File: src/shared/cwpr_defs.svh
// offsets, field positions, reset values and timing counts of the config/reset block
`ifndef CWPR_DEFS_SVH
`define CWPR_DEFS_SVH
`define CWPR_ADDR_CONFIG 4'h0
`define CWPR_ADDR_OSCILLATOR_STATUS 4'h1
`define CWPR_ADDR_BORCTL 4'h2
`define CWPR_ADDR_WDTCTL 4'h3
`define CWPR_CFG_CLOCK_OUTPUT_PIN 11
`define CWPR_CFG_BOR_LO 9
`define CWPR_CFG_CP 7
`define CWPR_CFG_MASTER_RESET_PIN 6
`define CWPR_CFG_POWERUP_TIMER 5
`define CWPR_CFG_WDT_LO 3
`define CWPR_CFG_OSCILLATOR_SELECT_LO 0
`define CWPR_CFG_RSVD_MASK 14'h3104
`define CWPR_CFG_RESET 14'h3fff
`define CWPR_ST_PLL_READY_FLAG 6
`define CWPR_ST_OSC_STARTUP_STATUS 5
`define CWPR_ST_HFR 4
`define CWPR_ST_HFL 3
`define CWPR_ST_MFR 2
`define CWPR_ST_LFR 1
`define CWPR_ST_HFS 0
`define CWPR_BORCTL_SW 7
`define CWPR_BORCTL_MASK 8'h80
`define CWPR_BORCTL_RESET 8'h80
`define CWPR_WDTCTL_SW 0
`define CWPR_WDTCTL_MASK 8'h3f
`define CWPR_WDTCTL_RESET 8'h16
`define CWPR_POWERUP_TIMER_MS 64
`define CWPR_CLK_KHZ 40000
`define CWPR_POWERUP_TIMER_CYCLES (`CWPR_POWERUP_TIMER_MS * `CWPR_CLK_KHZ)
`endif

File: src/shared/cwpr_pkg.sv
// types of the config/reset block
package cwpr_pkg;
  typedef enum logic [1:0] {
    MODE_OFF   = 2'b00,
    MODE_SW    = 2'b01,
    MODE_SLEEP = 2'b10,
    MODE_ON    = 2'b11
  } cwpr_mode_e;
  typedef enum logic [1:0] {
    OSC_INTERNAL = 2'b00,
    OSC_EXT_LOW  = 2'b01,
    OSC_EXT_MED  = 2'b10,
    OSC_EXT_HIGH = 2'b11
  } cwpr_osc_e;
  typedef enum logic [1:0] {
    ST_HOLD  = 2'b00,
    ST_TIMER = 2'b01,
    ST_RUN   = 2'b11
  } cwpr_state_e;
endpackage : cwpr_pkg

File: src/core/cwpr_top.sv
// configuration word decode, power-up timer and internal reset release
//
// Decided for this implementation: the address-and-strobe port and the register addresses.
`timescale 1ns/100ps
`default_nettype none
`include "cwpr_defs.svh"

// How it works
// clock-out field 0 drives clock on pin
// brown-out modes 11 on, 10 awake, 00 off
// brown-out mode 01 follows software bit
// code-protect 0 blocks external memory access
// low-voltage programming forces reset pin, pull-up
// select cleared: digital input, own pull-up
// timer enable field 0 enables timer
// watchdog modes 11 on, 10 awake, 00 off
// watchdog mode 01 follows software bit
// oscillator select decodes external modes, internal
// unimplemented config bits read as one
// brown-out enable leaves timer setting alone
// only bulk erase removes code protection
// start-up flag one on selected external clock
// locked flag shows two percent accuracy
// stable flag shows half percent accuracy
// oscillator ready flags, low-frequency at bit1
// timer lasts nominal 64 ms after reset
// internal reset held while timer counts
// timer starts after power and brown-out release
// reset held while supply below minimum
// release needs all sources idle, clock-synchronised
module cwpr_top #(
  parameter int unsigned POWERUP_TIMER_CYCLES = `CWPR_POWERUP_TIMER_CYCLES
) (
  // clock and reset
  input  wire logic        clk_sys,
  input  wire logic        rst,
  // register port
  input  wire logic [3:0]  regAddr,
  input  wire logic [15:0] regWrData,
  input  wire logic        regWrite,
  input  wire logic        regRead,
  output logic      [15:0] regRdData,
  // configuration programming port
  input  wire logic        cfgProgWrite,
  input  wire logic [13:0] cfgProgData,
  input  wire logic        cfgBulkErase,
  // asynchronous analog and pin levels
  input  wire logic        porActive,
  input  wire logic        borBelowLevel,
  input  wire logic        masterResetPinLevel,
  input  wire logic        selectedClockRunning,
  input  wire logic        pllLocked,
  input  wire logic        hfOscReadyIn,
  input  wire logic        hfOscLocked2pct,
  input  wire logic        hfOscStable05pct,
  input  wire logic        mfOscReadyIn,
  input  wire logic        lfOscReadyIn,
  // same-clock controls
  input  wire logic        sleepMode,
  input  wire logic        lowVoltageProgramming,
  input  wire logic        weakPullupEnable,
  // decoded controls
  output logic             clockOutputEnable,
  output logic             brownoutResetEnable,
  output logic             watchdogEnable,
  output logic             progMemAccessAllow,
  output logic             masterResetFunction,
  output logic             resetPinPullup,
  output logic             powerupTimerEnable,
  output logic             extClockSelected,
  output logic [1:0]       extClockPowerMode,
  output logic             clockInputPinIsIo,
  // internal reset
  output logic             coreReset,
  output logic             powerupTimerActive
);

  localparam int unsigned CW = $clog2(POWERUP_TIMER_CYCLES + 1);
  localparam int unsigned NS = 10;

  // two-stage synchronisers for everything from outside this clock
  logic [NS-1:0] syncA_reg;
  logic [NS-1:0] syncB_reg;
  logic          porSync;
  logic          borSync;
  logic          mclrPinSync;
  logic          selClkSync;
  logic          pllSync;
  logic          hfReadySync;
  logic          hfLockedSync;
  logic          hfStableSync;
  logic          mfReadySync;
  logic          lfReadySync;

  always_ff @(posedge clk_sys or posedge rst) begin
    if (rst) begin
      // first stage starts with the supply faults seen, like the second
      syncA_reg <= 10'h300;
    end else begin
      syncA_reg <= {porActive, borBelowLevel, masterResetPinLevel,
                    selectedClockRunning, pllLocked, hfOscReadyIn,
                    hfOscLocked2pct, hfOscStable05pct, mfOscReadyIn,
                    lfOscReadyIn};
    end
  end

  // power-on and brown-out are taken as active after reset
  always_ff @(posedge clk_sys or posedge rst) begin
    if (rst) begin
      syncB_reg <= 10'h300;
    end else begin
      syncB_reg <= syncA_reg;
    end
  end

  assign {porSync, borSync, mclrPinSync, selClkSync, pllSync, hfReadySync,
          hfLockedSync, hfStableSync, mfReadySync, lfReadySync} = syncB_reg;

  function automatic logic mode_enable(input logic [1:0] mode,
                                       input logic       swBit,
                                       input logic       asleep);
    unique case (cwpr_pkg::cwpr_mode_e'(mode))
      cwpr_pkg::MODE_ON:    mode_enable = 1'b1;
      cwpr_pkg::MODE_SLEEP: mode_enable = ~asleep;
      cwpr_pkg::MODE_SW:    mode_enable = swBit;
      cwpr_pkg::MODE_OFF:   mode_enable = 1'b0;
    endcase
  endfunction : mode_enable

  // configuration word, blank after bulk erase
  logic [13:0] cfgWord_reg;
  logic [13:0] cfgWord_next;
  logic        cpActive;

  assign cpActive = ~cfgWord_reg[`CWPR_CFG_CP];

  always_comb begin
    cfgWord_next = cfgWord_reg;
    if (cfgBulkErase) begin
      cfgWord_next = `CWPR_CFG_RESET;
    end else if (cfgProgWrite) begin
      cfgWord_next = cfgProgData | `CWPR_CFG_RSVD_MASK;
      // a plain write may set protection but never lift it
      if (cpActive) begin
        cfgWord_next[`CWPR_CFG_CP] = 1'b0;
      end
    end
  end

  always_ff @(posedge clk_sys or posedge rst) begin
    if (rst) begin
      cfgWord_reg <= `CWPR_CFG_RESET;
    end else begin
      cfgWord_reg <= cfgWord_next;
    end
  end

  // software control registers
  logic [7:0] borCtl_reg;
  logic [7:0] wdtCtl_reg;

  always_ff @(posedge clk_sys or posedge rst) begin
    if (rst) begin
      borCtl_reg <= `CWPR_BORCTL_RESET;
    end else if (regWrite && regAddr == `CWPR_ADDR_BORCTL) begin
      borCtl_reg <= regWrData[7:0] & `CWPR_BORCTL_MASK;
    end
  end

  always_ff @(posedge clk_sys or posedge rst) begin
    if (rst) begin
      wdtCtl_reg <= `CWPR_WDTCTL_RESET;
    end else if (regWrite && regAddr == `CWPR_ADDR_WDTCTL) begin
      wdtCtl_reg <= regWrData[7:0] & `CWPR_WDTCTL_MASK;
    end
  end

  // decode
  logic [1:0] borMode;
  logic [1:0] wdtMode;
  logic [1:0] oscSel;
  logic       borEnNext;
  logic       wdtEnNext;
  logic       mclrFuncNext;
  logic       pwrtEnNext;

  assign borMode = cfgWord_reg[`CWPR_CFG_BOR_LO +: 2];
  assign wdtMode = cfgWord_reg[`CWPR_CFG_WDT_LO +: 2];
  assign oscSel  = cfgWord_reg[`CWPR_CFG_OSCILLATOR_SELECT_LO +: 2];
  assign borEnNext = mode_enable(borMode, borCtl_reg[`CWPR_BORCTL_SW], sleepMode);
  assign wdtEnNext = mode_enable(wdtMode, wdtCtl_reg[`CWPR_WDTCTL_SW], sleepMode);
  assign mclrFuncNext = lowVoltageProgramming | cfgWord_reg[`CWPR_CFG_MASTER_RESET_PIN];
  // the timer enable depends on its own field only, never on brown-out
  assign pwrtEnNext = ~cfgWord_reg[`CWPR_CFG_POWERUP_TIMER];

  always_ff @(posedge clk_sys or posedge rst) begin
    if (rst) begin
      clockOutputEnable   <= 1'b0;
      brownoutResetEnable <= 1'b1;
      watchdogEnable      <= 1'b1;
      progMemAccessAllow  <= 1'b1;
      masterResetFunction <= 1'b1;
      resetPinPullup      <= 1'b1;
      powerupTimerEnable  <= 1'b0;
      extClockSelected    <= 1'b1;
      extClockPowerMode   <= 2'h3;
      clockInputPinIsIo   <= 1'b0;
    end else begin
      clockOutputEnable   <= ~cfgWord_reg[`CWPR_CFG_CLOCK_OUTPUT_PIN];
      brownoutResetEnable <= borEnNext;
      watchdogEnable      <= wdtEnNext;
      progMemAccessAllow  <= ~cpActive;
      masterResetFunction <= mclrFuncNext;
      resetPinPullup      <= mclrFuncNext | weakPullupEnable;
      powerupTimerEnable  <= pwrtEnNext;
      extClockSelected    <= oscSel != cwpr_pkg::OSC_INTERNAL;
      extClockPowerMode   <= oscSel;
      clockInputPinIsIo   <= oscSel == cwpr_pkg::OSC_INTERNAL;
    end
  end

  // oscillator status, read-only
  logic [7:0] oscillator_status;

  always_comb begin
    oscillator_status = 8'h00;
    oscillator_status[`CWPR_ST_PLL_READY_FLAG] = pllSync;
    oscillator_status[`CWPR_ST_OSC_STARTUP_STATUS] = selClkSync && oscSel != cwpr_pkg::OSC_INTERNAL;
    oscillator_status[`CWPR_ST_HFR]  = hfReadySync;
    oscillator_status[`CWPR_ST_HFL]  = hfLockedSync;
    oscillator_status[`CWPR_ST_MFR]  = mfReadySync;
    oscillator_status[`CWPR_ST_LFR]  = lfReadySync;
    oscillator_status[`CWPR_ST_HFS]  = hfStableSync;
  end

  // read data stands only in the cycle after the strobe
  always_ff @(posedge clk_sys or posedge rst) begin
    if (rst) begin
      regRdData <= 16'h0000;
    end else if (regRead) begin
      unique case (regAddr)
        `CWPR_ADDR_CONFIG:  regRdData <= {2'h0, cfgWord_reg | `CWPR_CFG_RSVD_MASK};
        `CWPR_ADDR_OSCILLATOR_STATUS: regRdData <= {8'h00, oscillator_status};
        `CWPR_ADDR_BORCTL:  regRdData <= {8'h00, borCtl_reg};
        `CWPR_ADDR_WDTCTL:  regRdData <= {8'h00, wdtCtl_reg};
        default:            regRdData <= 16'h0000;
      endcase
    end else begin
      regRdData <= 16'h0000;
    end
  end

  // reset sequencer
  cwpr_pkg::cwpr_state_e state_reg;
  logic [CW-1:0]         pwrtCount_reg;
  logic                  timerArmed_reg;
  logic                  supplyFault;
  logic                  pinReset;
  logic                  anyReset;
  logic                  timerDone;

  assign supplyFault = porSync | (borEnNext & borSync);
  assign pinReset    = mclrFuncNext & ~mclrPinSync;
  assign anyReset    = supplyFault | pinReset;
  assign timerDone   = pwrtCount_reg == CW'(POWERUP_TIMER_CYCLES - 1);

  // a supply fault arms the timer; a pin reset alone does not
  always_ff @(posedge clk_sys or posedge rst) begin
    if (rst) begin
      timerArmed_reg <= 1'b1;
    end else if (supplyFault) begin
      timerArmed_reg <= 1'b1;
    end else if (state_reg == cwpr_pkg::ST_RUN || state_reg == cwpr_pkg::ST_TIMER) begin
      timerArmed_reg <= 1'b0;
    end
  end

  always_ff @(posedge clk_sys or posedge rst) begin
    if (rst) begin
      state_reg <= cwpr_pkg::ST_HOLD;
    end else begin
      unique case (state_reg)
        cwpr_pkg::ST_HOLD: begin
          if (!anyReset) begin
            if (timerArmed_reg && pwrtEnNext) begin
              state_reg <= cwpr_pkg::ST_TIMER;
            end else begin
              state_reg <= cwpr_pkg::ST_RUN;
            end
          end
        end
        cwpr_pkg::ST_TIMER: begin
          if (anyReset) begin
            state_reg <= cwpr_pkg::ST_HOLD;
          end else if (timerDone) begin
            state_reg <= cwpr_pkg::ST_RUN;
          end
        end
        cwpr_pkg::ST_RUN: begin
          if (anyReset) begin
            state_reg <= cwpr_pkg::ST_HOLD;
          end
        end
        default: state_reg <= cwpr_pkg::ST_HOLD;
      endcase
    end
  end

  always_ff @(posedge clk_sys or posedge rst) begin
    if (rst) begin
      pwrtCount_reg <= '0;
    end else if (state_reg == cwpr_pkg::ST_TIMER && !anyReset) begin
      pwrtCount_reg <= pwrtCount_reg + CW'(1);
    end else begin
      pwrtCount_reg <= '0;
    end
  end

  // release follows the registered state, so it lines up with clk_sys
  assign coreReset          = state_reg != cwpr_pkg::ST_RUN;
  assign powerupTimerActive = state_reg == cwpr_pkg::ST_TIMER;
endmodule : cwpr_top
`default_nettype wire

File: config.mk
export PLATFORM = sky130hd
export DESIGN_NAME = cwpr_top
export DESIGN_NICKNAME = d
export VERILOG_FILES = /design/src/shared/cwpr_pkg.sv /design/src/core/cwpr_top.sv
export VERILOG_INCLUDE_DIRS = /design/src /design/src/shared
export SDC_FILE = /design/constraint.sdc
export NUM_CORES = 1
export LEC_CHECK = 0
export ABC_AREA = 1
export BUFFER_PORTS_ARGS = -buffer_cell sky130_fd_sc_hd__buf_4
export CAP_MARGIN = 20
export CORE_MARGIN = 10
export CORE_UTILIZATION = 56
export CTS_CLUSTER_SIZE = 8
export DETAILED_ROUTE_END_ITERATION = 8
export PLACE_DENSITY_LB_ADDON = 0.1
export REMOVE_ABC_BUFFERS = 1
export SYNTH_ARGS = -nofsm -noshare
export SYNTH_HDL_FRONTEND = slang
export SYNTH_SLANG_ARGS = --single-unit
File: constraint.sdc
create_clock -name clk_sys -period 4.6 [get_ports clk_sys]
set_input_delay 1.38 -clock clk_sys [delete_from_list [all_inputs] [get_ports clk_sys]]
set_output_delay 1.38 -clock clk_sys [all_outputs]
set_load 0.02 [all_outputs]
* After elaboration in Yosys (flattened, before gate mapping)
Cells that the tools add are included.
** Cells by class
- Add/subtract/negate cells :: 1
- Equal/unequal tests :: 16
- Multiplexer cells :: 16
- Bitwise logic cells :: 10
- Reduce and logical (&&, ||, !) cells :: 16
** Operators with widths (number)
- $pmux W14 S4 :: 1
- $mux W12 :: 2
- $add A22 B1 Y22 const B :: 1
- $eq A22 B22 Y1 const B :: 1
- $mux W22 :: 1
- $mux W16 :: 1
- $eq A2 B2 Y1 const B :: 5
- $mux W2 :: 5
- $eq A4 B2 Y1 const B :: 2
- $logic_not A2 Y1 :: 4
- $pmux W1 S4 :: 2
- $eq A2 B1 Y1 const B :: 3
- $ne A2 B2 Y1 const B :: 3
- $pmux W2 S3 :: 1
- $reduce_bool A2 Y1 :: 3
- $logic_and A1 B1 Y1 :: 5
- $eq A4 B1 Y1 const B :: 1
- $logic_not A4 Y1 :: 1
- $not A1 Y1 :: 4
- $or A1 B1 Y1 :: 4
- $mux W1 :: 3
- $ne A3 B1 Y1 const B :: 1
- $reduce_and A3 Y1 :: 1
- $and A1 B1 Y1 :: 2
- other kinds (2) :: 2
** Word-level totals
- Flip-flop bits (word level) :: 91
- Bits of input ports :: 53
- Output and inout port bits :: 29
- Logic and storage cells :: 78

* Longest topological paths before layout
- Word-level depth :: 8
- Mapped depth :: 10
- Gate-level depth less buffers :: 10

* Least setup slack after synthesis
No wires, ideal clock.
- Path kind :: input to register
- Start :: in regAddr[3]
- End :: reg wdtCtl_reg[0]
- Data arrival time :: 2.120 ns
- Data required time :: 4.475 ns
- Slack :: 2.355 ns
- Cell stages on the path :: 5
- Path buffers :: 0
- Path through :: nor2_4 nand2_2 nor2_8 nand2_4 mux2_4
** On the way
- Longest elaborated chain between the ends :: 2
** Ends and longest elaborated chain
- start, declared :: RTL line cwpr_top.sv:38 : input wire logic [3:0] regAddr,
- $eq A4 B2 Y1
- $logic_and A1 B1 Y1 (no line)
- end signal, assigned :: RTL line cwpr_top.sv:172 : wdtCtl_reg <= `CWPR_WDTCTL_RESET;
- end signal, assigned :: RTL line cwpr_top.sv:174 : wdtCtl_reg <= regWrData[7:0] & `CWPR_WDTCTL_MASK;
- end, declared :: RTL line cwpr_top.sv:160 : logic [7:0] wdtCtl_reg;
Every way passes these cells.
A chain may end at the register's enable or synchronous reset.

* Final worst setup path
- Start :: reg state_reg[0]
- End :: out powerupTimerActive
** On the way
- Longest elaborated chain between the ends :: 1
** Ends and longest elaborated chain
- start, declared :: RTL line cwpr_top.sv:254 : cwpr_pkg::cwpr_state_e state_reg;
- start signal, assigned :: RTL line cwpr_top.sv:280 : state_reg <= cwpr_pkg::ST_HOLD;
- start signal, assigned :: RTL line cwpr_top.sv:286 : state_reg <= cwpr_pkg::ST_TIMER;
- start signal, assigned :: RTL line cwpr_top.sv:288 : state_reg <= cwpr_pkg::ST_RUN;
- $eq A2 B1 Y1 :: RTL line cwpr_top.sv:321 : assign powerupTimerActive = state_reg == cwpr_pkg::ST_TIMER;
- end, declared :: RTL line cwpr_top.sv:75 : output logic powerupTimerActive
Every way passes these cells.

==> results.py <==
metrics = {
    "finish": {
        "largest_register_ffs": 22,
        "final_common_cell": "nand2_1",
        "drive_above_1_share_pct": 31.9,
        "synthToLayoutAreaGrowth_pct": 22.0,
        "final_cell_mix": "nand2_1 (74), buf_4 (68), dfrtp_1 (58)",
        "fin_area_sq_mm": 0.00437,
        "final_cells": 519,
        "num_antenna_cells": 0,
        "nets": 491,
    },
    "placement": {
        "place_area_sq_mm": 0.00414,
        "port_buffers": 66,
        "placed_cells": 503,
        "globalplace.congestion": 0.833,
        "dp_hpwl_um": 5580,
    },
    "route": {
        "dr.pass1.iters": 4,
        "vias": 2542,
        "ant_nets": 0,
        "drt_iter0_drc": 101,
        "wirelength_um": 7410,
        "vias_per_cell": 4.90,
        "wl_per_cell_um": 14.3,
        "drc": 0,
    },
    "logic_synthesis": {
        "yosysTopAreaCell": "dfrtp_1",
        "ys_ff_latch": 85,
        "synth_top_area_share_pct": 40.5,
        "ys_top_cells_by_area": "dfrtp_1 (41%), dfstp_2 (20%), nand2_1 (7.8%)",
        "seq_area_frac_synth_pct": 60.3,
        "yosys_warnings": 0,
        "synthCells": 365,
        "mappedNetlistArea_sq_mm": 0.00358,
        "syn_avg_cell_area_sq_um": 9.82,
        "synth_cell_types": 34,
    },
    "clocking": {
        "cts_tree": "built",
        "insertion_delay_ns": 0.34,
        "cts-resized-gates": 0,
        "cts-htree-levels": 3,
        "clock-sinks": 85,
        "cts_root_buf": "clkbuf_8",
        "clkTransAtPathRegs_ns": 0.09,
        "clockBufferDepth": 2,
        "cts_setup_buffers": 0,
        "hold_buffers": 0,
        "cts_inserted_buffers": 9,
    },
    "global_routing": {
        "grt_pass1_wl_um": 12400,
        "grt.total_usage_pct": 15.4,
        "grt_overflow_total": 0,
        "grt_pass1_vias": 2544,
        "antenna_found_initial": 0,
        "grt_max_degree": 33,
    },
    "hold_path": {
        "hp-class": "flip-flop to flip-flop",
    },
    "pwr": {
        "leakage_nw": 2.11,
        "total_power_w": 0.00154,
        "switchingPower_w": 0.000363,
        "irDropWorstVdd_mv": 0.285,
        "p_clk_share_pct": 37.9,
        "power_frac_comb_pct": 8.9,
        "power_density_mw_per_mm2": 353,
        "p_seq_share_pct": 53.2,
        "swShare_pct": 23.5,
        "internal_power_w": 0.00118,
    },
    "floorplanning": {
        "die-area_sq_mm": 0.0100,
        "io-pin-count": 82,
        "die_width_um": 100,
        "start_util_pct": 57.1,
        "rows": 29,
        "die_h_um": 100,
        "core_sq_mm": 0.00628,
    },
    "sta": {
        "fin_setup_tns_ns": 0,
        "slew_viol_final": 0,
        "worst_hold_slack_ns": 0.354,
        "setup_viol": 0,
        "fmax_ghz": 0.379,
        "layout_worst_path_cycle_share_pct": 57.4,
        "post-route-min-period_ns": 2.64,
        "clock_skew_ns": 0.00817,
        "rsz0062_at_grt": "false",
        "hold_viol": 0,
    },
    "worst_setup_path": {
        "crit_fanout": 4,
        "critPathArrivalTime_ns": 1.26,
        "start_kind": "flip-flop",
        "setup.worst_path.class": "flip-flop to primary output",
        "worstSetupEndpointType": "primary output",
        "cp.required_ns": 3.22,
    },
    "job": {
        "cap_viol_max_count": 0,
    },
    "run_status": {
        "status": "finished clean",
    },
}
-- synth_stat cells, drive strengths merged --
| cell | number |
|---|---|
| a21o | 1 |
| a21oi | 17 |
| a31o | 1 |
| a31oi | 1 |
| and2 | 1 |
| buf | 6 |
| clkbuf | 2 |
| conb | 1 |
| dfrtp | 58 |
| dfstp | 27 |
| ha | 1 |
| inv | 45 |
| mux2 | 6 |
| nand2 | 81 |
| nand3 | 16 |
| nand4 | 7 |
| nor2 | 60 |
| nor3 | 5 |
| o211ai | 4 |
| o21ai | 11 |
| or2 | 1 |
| xnor2 | 6 |
| xor2 | 7 |
-- power groups by stage --
stage,Sequential (W),Clock [W],Combinational [W]
2_1_floorplan,0.000841,0,0.0000638
3_3_place_gp,0.000833,0,0.000135
3_5_place_dp,0.000834,0,0.000138
4_1_cts,0.000821,0.000602,0.000139
5_1_grt,0.000825,0.000638,0.000153
6_report,0.000821,0.000585,0.000137
-- metal layers --
| metal | track usage (%) | share of wire, % | vias to the layer above |
|---|---|---|---|
| met2 | 23.5 | 46 | 67 |
| met5 | 0 | 0 | - |
| met1 | 20.2 | 46 | 1185 |
| met3 | 5.01 | 7.1 | 9 |
| met4 | 5.22 | 1.1 | 0 |
| li1 | - | - | 1281 |
-- cell type report --
type	count	area (sq um)
inverters	45	170
well taps	77	96.3
clock buffers	9	124
multi-input cells	228	1200
clock inverters	7	105
fillers	498	1910
flip-flops and latches	85	2160
repair buffers	68	510
-- path summary, 6_finish.rpt --
check	start	endpoint	slack, ns	depth (start not counted)
hold reg to reg	syncA_reg[7]	syncB_reg[7]	0.35	0
setup / recovery	state_reg[0]	powerupTimerActive	1.96	3
hold / removal	syncA_reg[7]	syncB_reg[7]	0.35	0
max in group asynchronous	rst	cfgWord_reg[10]	2.79	3
min in group asynchronous	rst	syncA_reg[4]	1.02	2
setup reg to reg	pwrtCount_reg[0]	pwrtCount_reg[16]	3.01	7
-- cells by family after synthesis --
family,count (synthesis),synth area share (%)
adder cells (fa/ha/maj),1,0.349
XOR/XNOR,13,3.18
AND/OR/NAND/NOR,171,21.8
buffers and inverters,53,6.21
AO/OA/AOI/OAI,35,5.52
multiplexers,6,2.51
other,1,0.105
flip-flops,85,60.3
-- critical path: stages (launching register included) --
cell     delay, ns
dfrtp_1       0.38
inv_1         0.09
nor2_1        0.25
buf_4         0.20
-- stage by stage --
stage | utilization (%) | worst slack (ns)
final | 69.6 | 1.96
after global routing | 69.6 | 1.86
after CTS | 69.6 | 1.94
after detailed placement | 66.0 | 2.06
after global placement | 66.0 | 2.07
after floorplan | - | 1.07
(Power assumes the default switching activity.)
